### config.mk
export PLATFORM = sky130hd
export DESIGN_NAME = nvt_ctrl
export DESIGN_NICKNAME = d
export VERILOG_FILES = /design/src/rtl/nvt_pkg.sv /design/src/rtl/nvt_divider.sv /design/src/rtl/nvt_trim_cell.sv /design/src/rtl/nvt_ctrl.sv
export SDC_FILE = /design/constraint.sdc
export NUM_CORES = 1
export LEC_CHECK = 0
export BUFFER_PORTS_ARGS = -buffer_cell sky130_fd_sc_hd__buf_2
export CORE_ASPECT_RATIO = 0.75
export CORE_MARGIN = 5
export CORE_UTILIZATION = 56
export CTS_BUF_LIST = sky130_fd_sc_hd__clkbuf_8
export CTS_CLUSTER_DIAMETER = 80
export CTS_CLUSTER_SIZE = 12
export DETAILED_ROUTE_END_ITERATION = 10
export PLACE_DENSITY = 0.82
export REMOVE_ABC_BUFFERS = 1
export SYNTH_ARGS = -nofsm -noshare
export SYNTH_HDL_FRONTEND = slang
export SYNTH_SLANG_ARGS = --single-unit
### constraint.sdc
create_clock -name ref_clk -period 3 [get_ports ref_clk]
set_clock_uncertainty 0.05 [all_clocks]
set_input_delay 0.3 -clock ref_clk [delete_from_list [all_inputs] [get_ports ref_clk]]
set_output_delay 0.3 -clock ref_clk [all_outputs]
set_load 0.01 [all_outputs]
### src/rtl/nvt_pkg.sv
// Purpose: Constants shared by the trim and drive setting control block
// Assumes: Command bytes arrive already framed by the host bus front end
// Notes: Line rate divisors are plain defaults, not measured figures
package nvt_pkg;
  // ****************************************
  // Command opcodes
  // ****************************************
  localparam logic [7:0] OP_TRIM_CTRL = 8'hB8;
  localparam logic [7:0] OP_TRIM_MASK = 8'hB9;
  localparam logic [7:0] OP_POT_LOW = 8'hF4;
  localparam logic [7:0] OP_POT_HIGH = 8'hF5;
  localparam logic [7:0] OP_WR_TIMER = 8'hF6;
  localparam logic [7:0] OP_RD_TIMER = 8'hF7;
  localparam logic [7:0] OP_BIAS_MASK = 8'hFC;
  localparam logic [7:0] OP_BIAS_VAL = 8'hE8;
  localparam logic [7:0] OP_TC_MASK = 8'hFC;
  localparam logic [7:0] OP_TC_VAL = 8'h1C;
  localparam logic [7:0] OP_PWR_MASK = 8'hF0;
  localparam logic [7:0] OP_PWR_VAL = 8'h20;
  localparam logic [7:0] OP_DRV_MASK = 8'hFE;
  localparam logic [7:0] OP_DRV_VAL = 8'hAE;
  localparam logic [7:0] OP_LC_MASK = 8'hF0;
  localparam logic [7:0] OP_LC_VAL = 8'hD0;
  localparam logic [7:0] OP_COM_END = 8'hF1;
  localparam logic [7:0] OP_PART_START = 8'hF2;
  localparam logic [7:0] OP_PART_END = 8'hF3;
  localparam logic [7:0] OP_FIX_TOP = 8'h90;
  localparam logic [7:0] OP_FIX_BOT = 8'h91;
  // ****************************************
  // Trim control fields
  // ****************************************
  localparam int TC_CMD_LSB = 0;
  localparam int TC_EN_BIT = 3;
  localparam int TC_VALID_BIT = 4;
  localparam int TC_TEST_BIT = 5;
  localparam logic [5:0] TRIM_CTRL_RST = 6'h00;
  localparam logic [2:0] TRIM_IDLE = 3'h0;
  localparam logic [2:0] TRIM_READ = 3'h1;
  localparam logic [2:0] TRIM_ERASE = 3'h2;
  localparam logic [2:0] TRIM_PROG = 3'h3;
  // ****************************************
  // Reset values and timing
  // ****************************************
  localparam logic [7:0] TIMER_RST = 8'h10;
  localparam logic [6:0] COM_END_RST = 7'h43;
  localparam logic [6:0] MUX_HALVE_AT = 7'h3A;
  localparam logic [6:0] MUX_FRAME_MIN = 7'h1C;
  localparam logic [1:0] BIAS_RST = 2'h3;
  // Oscillator cycles per line tick for each line rate code
  localparam logic [15:0] LINE_DIV0 = 16'h0100;
  localparam logic [15:0] LINE_DIV1 = 16'h00C0;
  localparam logic [15:0] LINE_DIV2 = 16'h0080;
  localparam logic [15:0] LINE_DIV3 = 16'h0060;
  // One less than the cycles per timer unit during a trim operation
  localparam logic [7:0] TIMER_UNIT = 8'h14;
  // ****************************************
  // Types
  // ****************************************
  typedef enum logic [1:0] {
    NVT_ST_CMD = 2'b00,
    NVT_ST_P1 = 2'b01,
    NVT_ST_P2 = 2'b10
  } nvt_parse_t;
  typedef enum logic [1:0] {
    NVT_OP_IDLE = 2'b00,
    NVT_OP_RUN = 2'b01,
    NVT_OP_DONE = 2'b10
  } nvt_op_t;
endpackage : nvt_pkg

### src/rtl/nvt_divider.sv
// Purpose: Programmable divider giving a one-cycle enable pulse
// Assumes: Period of at least two cycles
// Notes: A new period applies at once to the running count
`timescale 1ns/10ps
module nvt_divider
  import nvt_pkg::*;
(
  // Clock and reset
  input wire logic ref_clk,
  input wire logic reset,
  // Control
  input wire logic run,
  input wire logic [15:0] period,
  // Pulse out
  output logic tick
);
  logic [15:0] cnt_q;
  logic [15:0] cnt_d;
  logic wrap;
  assign wrap = (cnt_q >= (period - 16'h0001));
  assign cnt_d = wrap ? 16'h0000 : cnt_q + 16'h0001;
  always_ff @(posedge ref_clk)
  begin
    if (reset || !run)
    begin
      cnt_q <= 16'h0000;
      tick <= 1'b0;
    end
    else
    begin
      cnt_q <= cnt_d;
      tick <= wrap;
    end
  end
endmodule : nvt_divider

### src/rtl/nvt_trim_cell.sv
// Purpose: Nonvolatile trim memory model, one word of offset and identity bits
// Assumes: Erase clears all bits, program only sets masked bits
// Notes: Contents survive the logic reset, as a real array would
`timescale 1ns/10ps
module nvt_trim_cell
  import nvt_pkg::*;
(
  // Clock
  input wire logic ref_clk,
  // Operation strobes
  input wire logic do_erase,
  input wire logic do_prog,
  input wire logic [8:0] prog_mask,
  // Stored value
  output logic [8:0] stored
);
  logic [8:0] cell_q = 9'h000;
  always_ff @(posedge ref_clk)
  begin
    if (do_erase)
      cell_q <= 9'h000;
    else if (do_prog)
      cell_q <= cell_q | prog_mask;
  end
  assign stored = cell_q;
endmodule : nvt_trim_cell

### src/rtl/nvt_ctrl.sv
// Purpose: Trim memory control and LCD drive setting registers
// Assumes: One command or parameter byte per cmd_valid pulse
// Notes: Timing derives from ref_clk, the on-chip oscillator
`timescale 1ns/10ps
module nvt_ctrl
  import nvt_pkg::*;
(
  // Clock and reset
  input wire logic ref_clk,
  input wire logic reset,
  // Host command stream
  input wire logic cmd_valid,
  input wire logic cmd_is_data,
  input wire logic [7:0] cmd_byte,
  // Trim status
  output logic [5:0] trim_control,
  output logic trim_busy,
  output logic [6:0] contrast_offset_bits,
  output logic [1:0] module_ident_bits,
  output logic trim_value_used,
  // Drive settings
  output logic driver_enable_flag,
  output logic [1:0] bias_ratio_code,
  output logic [3:0] bias_ratio_value,
  output logic [1:0] temp_coeff_code,
  output logic [4:0] temp_coeff_hundredths,
  output logic [1:0] drive_voltage_source_sel,
  output logic charge_pump_on,
  output logic [7:0] active_pot,
  output logic [7:0] trim_write_timer,
  output logic [7:0] trim_read_timer,
  // Timing
  output logic [6:0] mux_rate,
  output logic line_tick,
  output logic frame_tick
);
  // ****************************************
  // Registers
  // ****************************************
  nvt_parse_t parse_q;
  nvt_op_t opst_q;
  logic drv_q, fix_inc_q;
  logic [1:0] id_mask_q, br_q, tc_q, pc_q, pdm_q, lrs_q;
  logic [5:0] tctl_q;
  logic [6:0] off_mask_q, cen_q, dst_q, den_q, flt_q, flb_q, mux_q, line_cnt_q;
  logic [7:0] op_q, pot_low_q, pot_high_q, wtim_q, rtim_q, tmr_q, unit_q;
  logic [8:0] read_q;
  wire [8:0] cell_val;
  // ****************************************
  // Command decode
  // ****************************************
  wire is_cmd = cmd_valid && !cmd_is_data;
  wire is_dat = cmd_valid && cmd_is_data;
  wire trim_en = tctl_q[TC_EN_BIT];
  wire op_run = (opst_q != NVT_OP_IDLE);
  wire hit_ctrl = (cmd_byte == OP_TRIM_CTRL);
  wire hit_mask = (cmd_byte == OP_TRIM_MASK);
  wire hit_br = ((cmd_byte & OP_BIAS_MASK) == OP_BIAS_VAL);
  wire hit_tc = ((cmd_byte & OP_TC_MASK) == OP_TC_VAL);
  wire hit_pc = ((cmd_byte & OP_PWR_MASK) == OP_PWR_VAL);
  wire hit_drv = ((cmd_byte & OP_DRV_MASK) == OP_DRV_VAL);
  wire hit_lc = ((cmd_byte & OP_LC_MASK) == OP_LC_VAL);
  wire hit_2b = hit_ctrl || ((cmd_byte & 8'hFC) == OP_POT_LOW) || (cmd_byte == OP_COM_END)
             || (cmd_byte == OP_PART_START) || (cmd_byte == OP_PART_END)
             || (cmd_byte == OP_FIX_TOP) || (cmd_byte == OP_FIX_BOT);
  // Shared 0xF4..0xF7 opcodes are trim commands only while trim is enabled
  wire trim_gate = trim_en && !drv_q;
  wire p1 = is_dat && (parse_q == NVT_ST_P1);
  wire p2 = is_dat && (parse_q == NVT_ST_P2);
  wire ld_mask1 = p1 && (op_q == OP_TRIM_MASK) && trim_gate;
  wire ld_mask2 = p2 && (op_q == OP_TRIM_MASK) && trim_gate;
  wire ld_potl = p1 && (op_q == OP_POT_LOW) && trim_gate;
  wire ld_poth = p1 && (op_q == OP_POT_HIGH) && trim_gate;
  wire ld_wtim = p1 && (op_q == OP_WR_TIMER) && trim_gate;
  wire ld_rtim = p1 && (op_q == OP_RD_TIMER) && trim_gate;
  wire ld_ctrl = p1 && (op_q == OP_TRIM_CTRL);
  wire [2:0] new_cmd = cmd_byte[TC_CMD_LSB +: 3];
  wire new_en = cmd_byte[TC_EN_BIT] && !drv_q;
  wire start_op = ld_ctrl && new_en && !new_cmd[2] && (new_cmd != TRIM_IDLE) && !op_run;
  wire drv_set = is_cmd && hit_drv && (!cmd_byte[0] || (!trim_en && !op_run));
  wire op_done = (opst_q == NVT_OP_RUN) && (tmr_q == 8'h00) && (unit_q == 8'h00);
  wire [2:0] run_cmd = tctl_q[TC_CMD_LSB +: 3];
  // ****************************************
  // Parser and trim control
  // ****************************************
  always_ff @(posedge ref_clk)
  begin
    if (reset)
    begin
      parse_q <= NVT_ST_CMD;
      op_q <= 8'h00;
    end
    else if (is_cmd)
    begin
      parse_q <= hit_2b || hit_mask ? NVT_ST_P1 : NVT_ST_CMD;
      op_q <= cmd_byte;
    end
    else if (is_dat)
      parse_q <= (p1 && op_q == OP_TRIM_MASK) ? NVT_ST_P2 : NVT_ST_CMD;
  end
  always_ff @(posedge ref_clk)
  begin
    if (reset)
      tctl_q <= TRIM_CTRL_RST;
    else if (op_done)
      tctl_q <= {tctl_q[5:4], 1'b0, TRIM_IDLE};
    else if (ld_ctrl && !op_run)
      tctl_q <= {cmd_byte[TC_TEST_BIT], cmd_byte[TC_VALID_BIT], new_en, new_cmd};
  end
  // ****************************************
  // Trim parameter registers
  // ****************************************
  // trim loads ignored when disabled; row registers always load
  always_ff @(posedge ref_clk)
  begin
    if (reset)
    begin
      off_mask_q <= 7'h00;
      id_mask_q <= 2'h0;
      pot_low_q <= 8'h00;
      pot_high_q <= 8'h00;
      wtim_q <= TIMER_RST;
      rtim_q <= TIMER_RST;
      read_q <= 9'h000;
      cen_q <= COM_END_RST;
      dst_q <= 7'h00;
      den_q <= COM_END_RST;
      flt_q <= 7'h00;
      flb_q <= 7'h00;
    end
    else
    begin
      if (ld_mask1)
        off_mask_q <= cmd_byte[6:0];
      if (ld_mask2)
        id_mask_q <= cmd_byte[1:0];
      if (ld_potl)
        pot_low_q <= cmd_byte;
      if (ld_poth)
        pot_high_q <= cmd_byte;
      if (ld_wtim)
        wtim_q <= cmd_byte;
      if (ld_rtim)
        rtim_q <= cmd_byte;
      if (op_done && (run_cmd == TRIM_READ))
        read_q <= cell_val;
      if (p1 && (op_q == OP_COM_END))
        cen_q <= cmd_byte[6:0];
      if (p1 && (op_q == OP_PART_START))
        dst_q <= cmd_byte[6:0];
      if (p1 && (op_q == OP_PART_END))
        den_q <= cmd_byte[6:0];
      if (p1 && (op_q == OP_FIX_TOP))
        flt_q <= cmd_byte[6:0];
      if (p1 && (op_q == OP_FIX_BOT))
        flb_q <= cmd_byte[6:0];
    end
  end
  // ****************************************
  // Trim operation sequencer
  // ****************************************
  always_ff @(posedge ref_clk)
  begin
    if (reset)
    begin
      opst_q <= NVT_OP_IDLE;
      tmr_q <= 8'h00;
      unit_q <= 8'h00;
    end
    else
    begin
      case (opst_q)
        NVT_OP_IDLE:
          if (start_op)
          begin
            opst_q <= NVT_OP_RUN;
            tmr_q <= (new_cmd == TRIM_READ) ? rtim_q : wtim_q;
            unit_q <= TIMER_UNIT;
          end
        NVT_OP_RUN:
          if (op_done)
            opst_q <= NVT_OP_DONE;
          else if (unit_q == 8'h00)
          begin
            unit_q <= TIMER_UNIT;
            tmr_q <= tmr_q - 8'h01;
          end
          else
            unit_q <= unit_q - 8'h01;
        NVT_OP_DONE:
          opst_q <= NVT_OP_IDLE;
        default:
          opst_q <= NVT_OP_IDLE;
      endcase
    end
  end
  wire do_erase = op_done && (run_cmd == TRIM_ERASE);
  wire do_prog = op_done && (run_cmd == TRIM_PROG);
  nvt_trim_cell u_cell (
    .ref_clk(ref_clk),
    .do_erase(do_erase),
    .do_prog(do_prog),
    .prog_mask({id_mask_q, off_mask_q}),
    .stored(cell_val)
  );
  // ****************************************
  // Drive setting registers
  // ****************************************
  always_ff @(posedge ref_clk)
  begin
    if (reset)
    begin
      drv_q <= 1'b0;
      br_q <= BIAS_RST;
      tc_q <= 2'h0;
      pc_q <= 2'h0;
      pdm_q <= 2'h0;
      fix_inc_q <= 1'b0;
      lrs_q <= 2'h0;
    end
    else if (is_cmd)
    begin
      if (drv_set)
        drv_q <= cmd_byte[0];
      if (hit_br)
        br_q <= cmd_byte[1:0];
      if (hit_tc)
        tc_q <= cmd_byte[1:0];
      if (hit_pc)
        pc_q <= cmd_byte[3:2];
      // Low nibble: partial mode, fixed include, and line rate packed together
      if (hit_lc)
      begin
        pdm_q <= cmd_byte[3:2];
        lrs_q <= cmd_byte[1:0];
        fix_inc_q <= cmd_byte[3];
      end
    end
  end
  // ****************************************
  // Mux rate, line and frame timing
  // ****************************************
  // mux from row registers
  wire [7:0] span = {1'b0, den_q} - {1'b0, dst_q};
  wire [7:0] fixed = fix_inc_q ? ({1'b0, flt_q} + {1'b0, flb_q}) << 1 : 8'h00;
  wire [7:0] narrow = span + fixed;
  wire [6:0] mux_d = (pdm_q == 2'b11) ? narrow[6:0] : cen_q + 7'h01;
  wire [15:0] base_div = (lrs_q == 2'h0) ? LINE_DIV0 : (lrs_q == 2'h1) ? LINE_DIV1
                       : (lrs_q == 2'h2) ? LINE_DIV2 : LINE_DIV3;
  // halve line rate at low mux
  wire [15:0] line_div = (mux_q <= MUX_HALVE_AT) ? {base_div[14:0], 1'b0} : base_div;
  wire line_en;
  nvt_divider u_line (
    .ref_clk(ref_clk),
    .reset(reset),
    .run(1'b1),
    .period(line_div),
    .tick(line_en)
  );
  wire frame_wrap = line_en && (line_cnt_q >= mux_q - 7'h01);
  always_ff @(posedge ref_clk)
  begin
    if (reset)
    begin
      mux_q <= COM_END_RST + 7'h01;
      line_cnt_q <= 7'h00;
      line_tick <= 1'b0;
      frame_tick <= 1'b0;
    end
    else
    begin
      mux_q <= mux_d;
      line_tick <= line_en;
      frame_tick <= frame_wrap && (mux_q > MUX_FRAME_MIN);
      if (frame_wrap)
        line_cnt_q <= 7'h00;
      else if (line_en)
        line_cnt_q <= line_cnt_q + 7'h01;
    end
  end
  // ****************************************
  // Registered outputs
  // ****************************************
  // stored trim only when valid
  wire use_trim = tctl_q[TC_VALID_BIT];
  wire [3:0] br_val = (br_q == 2'h0) ? 4'h5 : 4'h6 + {2'b00, br_q};
  wire [4:0] tc_val = {1'b0, tc_q, 2'b00} + {3'b000, tc_q} + 5'h05;
  wire [7:0] pot_sel = (br_q == 2'h0) ? pot_low_q : (br_q == 2'h3) ? pot_high_q : 8'h00;
  wire [7:0] pot_d = (trim_en && (br_q == 2'h0 || br_q == 2'h3)) ? pot_sel
                   : (use_trim ? {1'b0, read_q[6:0]} : 8'h00);
  always_ff @(posedge ref_clk)
  begin
    if (reset)
    begin
      trim_control <= TRIM_CTRL_RST;
      trim_busy <= 1'b0;
      contrast_offset_bits <= 7'h00;
      module_ident_bits <= 2'h0;
      trim_value_used <= 1'b0;
      driver_enable_flag <= 1'b0;
      bias_ratio_code <= BIAS_RST;
      bias_ratio_value <= 4'h9;
      temp_coeff_code <= 2'h0;
      temp_coeff_hundredths <= 5'h05;
      drive_voltage_source_sel <= 2'h0;
      charge_pump_on <= 1'b0;
      active_pot <= 8'h00;
      trim_write_timer <= TIMER_RST;
      trim_read_timer <= TIMER_RST;
      mux_rate <= COM_END_RST + 7'h01;
    end
    else
    begin
      trim_control <= tctl_q;
      trim_busy <= op_run;
      contrast_offset_bits <= use_trim ? read_q[6:0] : 7'h00;
      module_ident_bits <= use_trim ? read_q[8:7] : 2'h0;
      trim_value_used <= use_trim;
      driver_enable_flag <= drv_q;
      bias_ratio_code <= br_q;
      bias_ratio_value <= br_val;
      temp_coeff_code <= tc_q;
      temp_coeff_hundredths <= tc_val;
      drive_voltage_source_sel <= pc_q;
      charge_pump_on <= (pc_q != 2'h0);
      active_pot <= pot_d;
      trim_write_timer <= wtim_q;
      trim_read_timer <= rtim_q;
      mux_rate <= mux_q;
    end
  end
endmodule : nvt_ctrl

# Word-level counts from Yosys, hierarchy flattened
# Index checks and enable logic that the tools add are counted.
# op_classes
n_reduce_logical	79
magnitude_cmp	4
muxes	27
n_addsub	13
bitwise_logic	3
n_eq_ne	39
# op_table
cell	count
8-bit == test (second input constant)	18
8-bit 2-to-1 mux	12
1-bit logical AND	40
8-bit one-hot mux with 2 select lines	2
7-bit 2-to-1 mux	3
16-bit by 1-bit adder with 16-bit output (second input constant)	1
16-bit greater-or-equal comparator	1
8-bit logical NOT	2
8-bit by 1-bit subtractor with 8-bit output (second input constant)	2
7-bit by 1-bit adder with 7-bit output (second input constant)	2
2-bit AND reduction	7
6-bit == test (second input constant)	2
10-bit by 1-bit subtractor with 11-bit output (second input constant)	1
10-bit 2-to-1 mux	1
2-bit 2-to-1 mux	5
2-bit OR reduction	5
1-bit logical OR	9
9-bit 2-to-1 mux	1
9-bit OR	1
2-bit == test (second input constant)	4
2-bit nonzero test	4
7-bit adder	1
7-bit == test (second input constant)	1
7-bit greater-or-equal comparator	1
25 further kinds	39
# word_totals
reg_bits	236

# Longest topological paths before layout
# Gate-level depths: netlist of run 1.
# logic_depth
word_depth	10
depth_mapped	15

# Hierarchy
# A second synthesis of run 1 with hierarchy kept.
# unflattened
hier_cells	1124
area_unflattened_um2	10410.0
# modules_own_cells
module	instances	area_each_um2	cells_each
nvt_ctrl	1	8843.5	941
nvt_divider	1	1291.2	154
nvt_trim_cell	1	275.3	29

# Worst setup path after synthesis of run 1
# OpenSTA, ideal clock, no wires.
# synth_path
path_type	flip-flop to flip-flop
startpoint	register mux_q[0]
endpoint	register u_line.cnt_q[10]
stages_incl_launch_ff	15
arrival_time_ns	2.871
setup_slack_ns	-0.049
path_buffers	1
cell_sequence	dfxtp_1 inv_1 ha_1 o21bai_1 a41oi_1 nor3_1 a21oi_1 ha_1 xor2_1 ha_1 nand2_1 o211a_1 o2111ai_1 clkbuf_1 nor2_1
# synth_via
elab_chain_cells	5
# synth_rtl
element	line	source
start, declared	nvt_ctrl.sv:45	logic [6:0] off_mask_q, cen_q, dst_q, den_q, flt_q, flb_q, mux_q, line_cnt_q;
start signal, assigned	nvt_ctrl.sv:265	mux_q <= COM_END_RST + 7'h01;
start signal, assigned	nvt_ctrl.sv:272	mux_q <= mux_d;
7-bit by 6-bit <= comparator with 1-bit output	nvt_ctrl.sv:251	wire [15:0] line_div = (mux_q <= MUX_HALVE_AT) ? {base_div[14:0], 1'b0} : base_div;
10-bit 2-to-1 mux	nvt_ctrl.sv:251	
10-bit by 1-bit subtractor with 11-bit output	nvt_divider.sv:20	assign wrap = (cnt_q >= (period - 16'h0001));
16-bit greater-or-equal comparator	nvt_divider.sv:20	
2-bit OR reduction (no source line)	-	
end signal, assigned	nvt_divider.sv:31	cnt_q <= cnt_d;
end, declared	nvt_divider.sv:17	logic [15:0] cnt_q;
# Every way passes these cells.
# A chain may end at the register's enable or synchronous reset.

# Worst setup path after layout of run 1
# layout_path
startpoint	register flb_q[1]
endpoint	register mux_q[5]
# layout_via
elab_chain_cells	4
# layout_rtl
element	line	source
start, declared	nvt_ctrl.sv:45	
start signal, assigned	nvt_ctrl.sv:156	flb_q <= cmd_byte[6:0];
6-bit adder	nvt_ctrl.sv:245	wire [7:0] fixed = fix_inc_q ? ({1'b0, flt_q} + {1'b0, flb_q}) << 1 : 8'h00;
7-bit 2-to-1 mux	nvt_ctrl.sv:245	
7-bit adder	nvt_ctrl.sv:246	wire [7:0] narrow = span + fixed;
7-bit 2-to-1 mux	nvt_ctrl.sv:247	wire [6:0] mux_d = (pdm_q == 2'b11) ? narrow[6:0] : cen_q + 7'h01;
# Every way passes these cells.

==> flow_summary.yaml, run 1 <==
worst_setup_path:
  cp.arrival_ps: 3350
  cp.required_ps: 3410
  slowest_stage: "fa_2"
  crit_fanout: 3
  endpoint_kind: "flop"
  critPathLaunchType: "flop"
  path_cells: "buf_6, fa_2, nand2_2, fa_1, buf_4, fa_2, inv_1, a21o_1, a21oi_1, xnor2_1, nor2_1, a211oi_1"
  crit_top_cell: "fa_2"
  max_stage_delay_ps: 560
  path_class: "flop to flop"
  reg2reg_slack_ps: 60
power_and_ir_drop:
  p_per_area_nw_per_um2: 446
  pwr-share-clk: 0.342
  leakagePower_nw: 4.63
  intPower_mw: 3.83
  switching_power_mw: 1.12
  pwr-share-seq: 0.628
  combPwrFrac: 0.030
  vdd_drop_max_uv: 335
  p_sw_frac: 0.227
timing:
  hold_slack_ps: 75.2
  period_share: 0.980
  rsz0062_at_grt: "true"
  hold_violations: 0
  final_max_slew_viol_count: 0
  fin_crit_ps: 2940
  worst_pin_slew_ps: 754
  fin_ws_ps: 61.0
  setup_viol: 0
  max_slew_margin: 0.496
  clock.fmax_mhz: 340
synth:
  synth.most_common_cell: "dfxtp_1"
  synth.top_cell.area_share: 0.465
  synth_cell_types: 63
  ys_top_cells_by_count: "dfxtp_1 (233), nor2_1 (140), nand2_1 (115)"
  yosys_register_bits: 233
  syn_inst: 1077
  synth_flop_cell: "dfxtp_1"
  synth_area_leaders: "dfxtp_1 (47%), mux2i_1 (8.8%), ha_1 (5.6%)"
  synth_top_cell_by_area: "dfxtp_1"
  syn_area_um2: 10000
  synth-edff-count: 0
  syn_avg_cell_area_um2: 9.31
  async_flop_share: 0
  ys_seq_area_frac: 0.465
  ys_warn_count: 0
cts:
  cts_tree: "yes"
  ctsHoldBuffers: 0
  ctsRootBufferMaster: "clkbuf_8"
  cts_buffer_depth: 3
  htree_levels: 1
  clkSlewWorstSetupHoldPaths_ps: 80
  cts_sinks: 233
  clk_latency_ps: 540
  cts_buffers: 23
cells_and_area:
  antenna_cells: 0
  instances_no_fill: 1388
  fillCellCount: 1433
  drive_gt1_frac: 0.153
  multi_input_area_um2: 5070
  nets: 1210
  fin_util: 0.632
  syn_to_final_growth_pct: 10.9
  seqCellArea_um2: 4670
die:
  rows: 42
  die_height_um: 126
  io_pins: 79
  chipWidth_um: 165
  coreArea_um2: 17600
  dieArea_um2: 20700
  start_util: 0.570
placement:
  place_congestion: 0.850
  io_buffers: 78
  place_inst: 1358
  dpl.hpwl_um: 14800
  pre_cts_ws_ps: -57.4
drt:
  topRoutingLayerUsed: "met4"
  viasPerCell: 5.47
  dr.first_iter.drc_count: 693
  drcViolationCount: 0
  wire_per_inst_um: 15.8
  wl_met1_um: 10500
  route.vias.total: 7595
  dr_wl_met2_um: 9590
  postRouteAntennaNets: 0
  wirelength_um: 21900
  wl_met3_um: 1350
  first_pass_iters: 5
hold_path:
  hold_class: "primary input to flop"
run:
  cap_violations: 0
global_route:
  grt_usage: 0.204
  grt_max_degree: 159
  grt_pass1_vias: 7182
  grt_pass1_wl_um: 35500
  grt_antenna_before_repair: 0
  overflow: 0
run_status:
  outcome: "finished, final reports clean"
==> state kept, by name, indices dropped and copies added, names as in the netlist, 7 cells and up <==
name and flops:
wtim_q 8, rtim_q 8, tmr_q 8, pot_low_q 8, read_q 9, op_q 8
active_pot 8, pot_high_q 8, trim_read_timer 8, den_q 7, mux_q 7, u_line.cnt_q 16
unit_q 8, trim_write_timer 8, line_cnt_q 7, u_cell.stored 9, contrast_offset_bits 7, off_mask_q 7
cen_q 7, mux_rate 7, dst_q 7
==> routing by layer <==
layer,vias to the layer above,global-route usage
li1,3734,-
met1,3591,0.310
met2,231,0.307
met3,39,0.0268
met4,0,0.0533
met5,-,0
==> area by class of cell <==
type | instances | area share
clock inverter | 2 | 0.00146
multi-input combinational | 742 | 0.456
sequential | 233 | 0.420
clock buffer | 23 | 0.0285
tap | 242 | 0.0272
timing repair buffer | 99 | 0.0513
inverter | 47 | 0.0159
==> power groups by stage <==
stage          combinational, mW  clock (mW)  sequential [mW]
3_3_place_gp               0.144           0             3.18
3_5_place_dp               0.146           0             3.18
2_1_floorplan             0.0467           0             3.18
5_1_grt                    0.162        1.85             3.11
4_1_cts                    0.146        1.74             3.11
6_report                   0.151        1.69             3.11
==> cell usage in the layout, fill, tap and decap left out, types with 4 or more instances in the layout <==
| cell type | instances |
|---|---|
| dfxtp_1 | 230 |
| nor2_1 | 140 |
| nand2_1 | 114 |
| mux2i_1 | 88 |
| buf_2 | 77 |
| a21oi_1 | 74 |
| inv_1 | 45 |
| ha_1 | 40 |
| nor2b_1 | 36 |
| xnor2_1 | 34 |
| clkbuf_8 | 23 |
| buf_4 | 19 |
| nand3_1 | 17 |
| xor2_1 | 16 |
| nor3_1 | 16 |
| o21ai_0 | 15 |
| and3_1 | 13 |
| a211oi_1 | 12 |
| nand2b_1 | 9 |
| a21o_1 | 8 |
| nor4_1 | 7 |
| o211ai_1 | 6 |
| or2_2 | 6 |
| nand4_1 | 5 |
| and2_1 | 5 |
| ha_4 | 5 |
| a22oi_1 | 4 |
| fa_1 | 4 |
==> path summary, 6_finish.rpt <==
check	endpoint	cells past startpoint	startpoint
max reg2reg	mux_q[5]	12	flb_q[1]
min reg2reg	pot_high_q[1]	2	pot_high_q[1]
min	op_q[7]	3	cmd_byte[7]
max	mux_q[5]	12	flb_q[1]
==> logic make-up (layout without fill, tap and decap cells) <==
kind of cell             after synthesis  in the layout  synth area share
AO/OA/AOI/OAI                        146            146            0.0890
multiplexers                          90             90            0.0901
AND/OR/NAND/NOR                      402            402             0.200
flip-flops                           233            233             0.465
buffers and inverters                102            171            0.0403
other                                  1              1          0.000374
adder cells (fa/ha/maj)               52             52            0.0701
XOR/XNOR                              51             51            0.0446
==> through the flow <==
| step | total power [mW] | TNS, ps | cell area (um2) |
|---|---|---|---|
| final | 4.96 | 0 | 11100 |
| after global routing | 5.13 | -407 | 11100 |
| after CTS | 4.99 | 0 | 11000 |
| after detailed placement | 3.33 | -93.0 | 10600 |
| after global placement | 3.33 | 0 | 10600 |
| after floorplan | 3.23 | -1510 | 9800 |
==> critical path, delay by kind of cell, from the launching register on <==
family | cells | cell delay (ps)
AOI/OAI and AO/OA | 3 | 380
adders and majority gates | 3 | 1460
DFF | 1 | 360
and+or+nand+nor | 2 | 130
buffers and inverters | 3 | 340
xor gates and xnor gates | 1 | 150
==> repair_timing <==
item,in CTS,in global routing
pin swaps,0,19
setup buffers,0,4
endpoints found under the setup margin,2,20
gates cloned,0,1
resized for setup,5,23
Power figures use the tool's default switching activity.
==> inputs of run 2 (changes only) <==
Settings changed: ABC_AREA set to 1.
==> run 2 against run 1 <==
Effect of this change:
- wire length is 4.5% higher
- synthesized cell count is 19% higher
- sequential share of layout area is 0.38 points lower
- maximum frequency is 1.4% lower
- critical path type unchanged
- largest cell class unchanged
- largest power group unchanged
==> flow_summary.yaml, run 2 <==
run_status:
  outcome: "finished, final reports clean"
power_and_ir_drop:
  pwr-share-clk: 0.341
  switching_power_mw: 1.16
  p_sw_frac: 0.232
  leakagePower_nw: 4.83
  vdd_drop_max_uv: 326
  p_per_area_nw_per_um2: 446
  intPower_mw: 3.84
  combPwrFrac: 0.037
  pwr-share-seq: 0.622
synth:
  async_flop_share: 0
  yosys_register_bits: 233
  synth_top_cell_by_area: "dfxtp_1"
  synth.top_cell.area_share: 0.457
  synth_flop_cell: "dfxtp_1"
  synth-edff-count: 0
  ys_warn_count: 0
  synth.most_common_cell: "dfxtp_1"
  ys_top_cells_by_count: "dfxtp_1 (233), nand2_1 (171), inv_1 (163)"
  synth_area_leaders: "dfxtp_1 (46%), nand2_1 (6.3%), a21oi_1 (6.3%)"
  syn_avg_cell_area_um2: 7.93
  syn_inst: 1287
  ys_seq_area_frac: 0.457
  syn_area_um2: 10200
  synth_cell_types: 50
timing:
  clock.fmax_mhz: 336
  rsz0062_at_grt: "true"
  fin_crit_ps: 2980
  setup_viol: 0
  final_max_slew_viol_count: 0
  fin_setup_tns_ps: 0
  hold_slack_ps: 56.2
  period_share: 0.993
  worst_pin_slew_ps: 694
  max_slew_margin: 0.535
  fin_ws_ps: 20.4
  hold_violations: 0
cells_and_area:
  final_cell_mix: "dfxtp_1 (231), nand2_1 (165), inv_1 (161)"
  drive_gt1_frac: 0.138
  syn_to_final_growth_pct: 9.88
  seqCellArea_um2: 4670
  largest_register: "u_line.cnt_q"
  multi_input_area_um2: 4740
  nets: 1420
  largest_register_ff_count: 16
  stdcell_area_um2: 11200
  instances_no_fill: 1599
  final_common_cell: "dfxtp_1"
  fillCellCount: 1520
worst_setup_path:
  path_class: "flop to flop"
  cp.required_ps: 3390
  max_stage_delay_ps: 520
  r2r_cells: 20
  reg2reg_from: "flb_q[0]"
  cp.arrival_ps: 3370
  slowest_stage: "fa_1"
  reg2reg_slack_ps: 20
  crit_fanout: 3
  rr_endpoint: "mux_q[6]"
  critPathLaunchType: "flop"
  crit_top_cell: "nand2_2"
  endpoint_kind: "flop"
  path_cells: "ha_4, fa_2, nand2_2, nand2_2, a21oi_2, xor2_1, inv_1, nand2_2, fa_1, inv_2, ha_4, nand2_2, inv_2, nand4_1, nand2_1, nand2_2, nand2_1, nand2_1, nand3_2, nand2_1"
global_route:
  grt_max_degree: 55
  grt_pass1_wl_um: 37700
  grt_pass1_vias: 7792
  overflow: 0
  grt_antenna_before_repair: 0
  grt_usage: 0.209
die:
  chipWidth_um: 166
  die_height_um: 127
  start_util: 0.575
  dieArea_um2: 21100
  coreArea_um2: 17800
  io_pins: 79
  rows: 42
cts:
  cts_tree: "yes"
  cts_buffers: 23
  htree_levels: 1
  clkSlewWorstSetupHoldPaths_ps: 90
  cts_sinks: 233
  cts_buffer_depth: 3
  clk_latency_ps: 540
  ctsRootBufferMaster: "clkbuf_8"
hold_path:
  holdPathStages: 4
  whs_endpoint: "parse_q[0]"
  hold_start: "cmd_is_data"
  hold_class: "primary input to flop"
placement:
  io_buffers: 78
  dpl.hpwl_um: 15900
  place_inst: 1569
  placed_cell_area_um2: 10800
  place_congestion: 0.848
  pre_cts_ws_ps: -114
drt:
  postRouteAntennaNets: 0
  first_pass_iters: 5
  drcViolationCount: 0
  wire_per_inst_um: 14.3
  dr.first_iter.drc_count: 678
  route.vias.total: 8580
  wirelength_um: 22900
  viasPerCell: 5.37
run:
  cap_violations: 0
run 2: cell count changes after synthesis, sizes merged, moves of 10 or more:
cell / previous run / this run
o21ai: 17 / 123
nand4: 5 / 22
nor2b: 36 / 0
a21oi: 77 / 128
xnor2: 35 / 10
nor4: 11 / 1
and3: 13 / 1
mux2i: 88 / 1
inv: 47 / 170
clkbuf: 41 / 27
nand2: 116 / 177
nand3: 18 / 75
run 2: power by group through the flow:
stage / registers (mW) / clock network [mW] / logic, mW
finish: 3.11 / 1.71 / 0.186
global route: 3.11 / 1.84 / 0.204
CTS: 3.11 / 1.73 / 0.183
detailed placement: 3.18 / 0 / 0.180
global placement: 3.18 / 0 / 0.177
floorplan: 3.18 / 0 / 0.0946
run 2: timing repair:
item | CTS | global route
buffers inserted | 0 | 3
hold buffers | 1 | 0
cloned | 0 | 0
resized for setup | 4 | 18
hold endpoints to repair | 1 | 0
setup endpoints to repair | 1 | 18
pin swaps | 0 | 12
run 2: stage by stage:
stage	utilization	power (mW)
after floorplan	-	3.28
after global routing	0.631	5.16
after global placement	0.606	3.36
final	0.632	5.00
after detailed placement	0.606	3.36
after CTS	0.626	5.02
run 2: cell type report:
type,instances,area share
clock buffer,23,0.0282
multi-input combinational,831,0.423
tap,242,0.0270
antenna,1,0.000223
clock inverter,2,0.00145
sequential,233,0.416
timing repair buffer,92,0.0455
inverter,175,0.0588
run 2: logic make-up (layout without fill, tap and decap cells):
kind of cell / after synthesis / after routing / share of synthesized area
AND/OR/NAND/NOR: 458 / 458 / 0.205
AO/OA/AOI/OAI: 291 / 291 / 0.157
flip-flops: 233 / 233 / 0.457
buffers and inverters: 223 / 292 / 0.0868
adder cells (fa/ha/maj): 52 / 52 / 0.0689
XOR/XNOR: 28 / 28 / 0.0240
other: 1 / 2 / 0.000367
multiplexers: 1 / 1 / 0.000981
run 2: worst max-delay path by stage:
stage | endpoint | start | cells past startpoint | slack [ps]
2_1_floorplan | mux_q[6] | flt_q[0] | 18 | 80
3_3_place_gp | mux_q[6] | flt_q[0] | 18 | -30
3_5_place_dp | mux_q[6] | flt_q[0] | 18 | -110
4_1_cts | mux_q[6] | flt_q[0] | 18 | 30
5_1_grt | mux_q[6] | flb_q[0] | 20 | -200
6_report | mux_q[6] | flb_q[0] | 20 | 20
run 2: worst max-delay path, delay by kind of cell (launching register included):
kind / cells / cell delay [ps]
adders and majority gates: 4 / 1320
xor gates and xnor gates: 1 / 80
DFF: 1 / 340
AOI/OAI and AO/OA: 1 / 150
buffers and inverters: 3 / 180
and+or+nand+nor: 11 / 780
run 2: per-layer routing:
metal / routed length [um] / up-vias / track usage
met3: 1690 / 40 / 0.0355
met4: 490 / 0 / 0.0451
met5: 0 / - / 0
met1: 11200 / 3946 / 0.314
met2: 9530 / 272 / 0.317
li1: - / 4322 / -
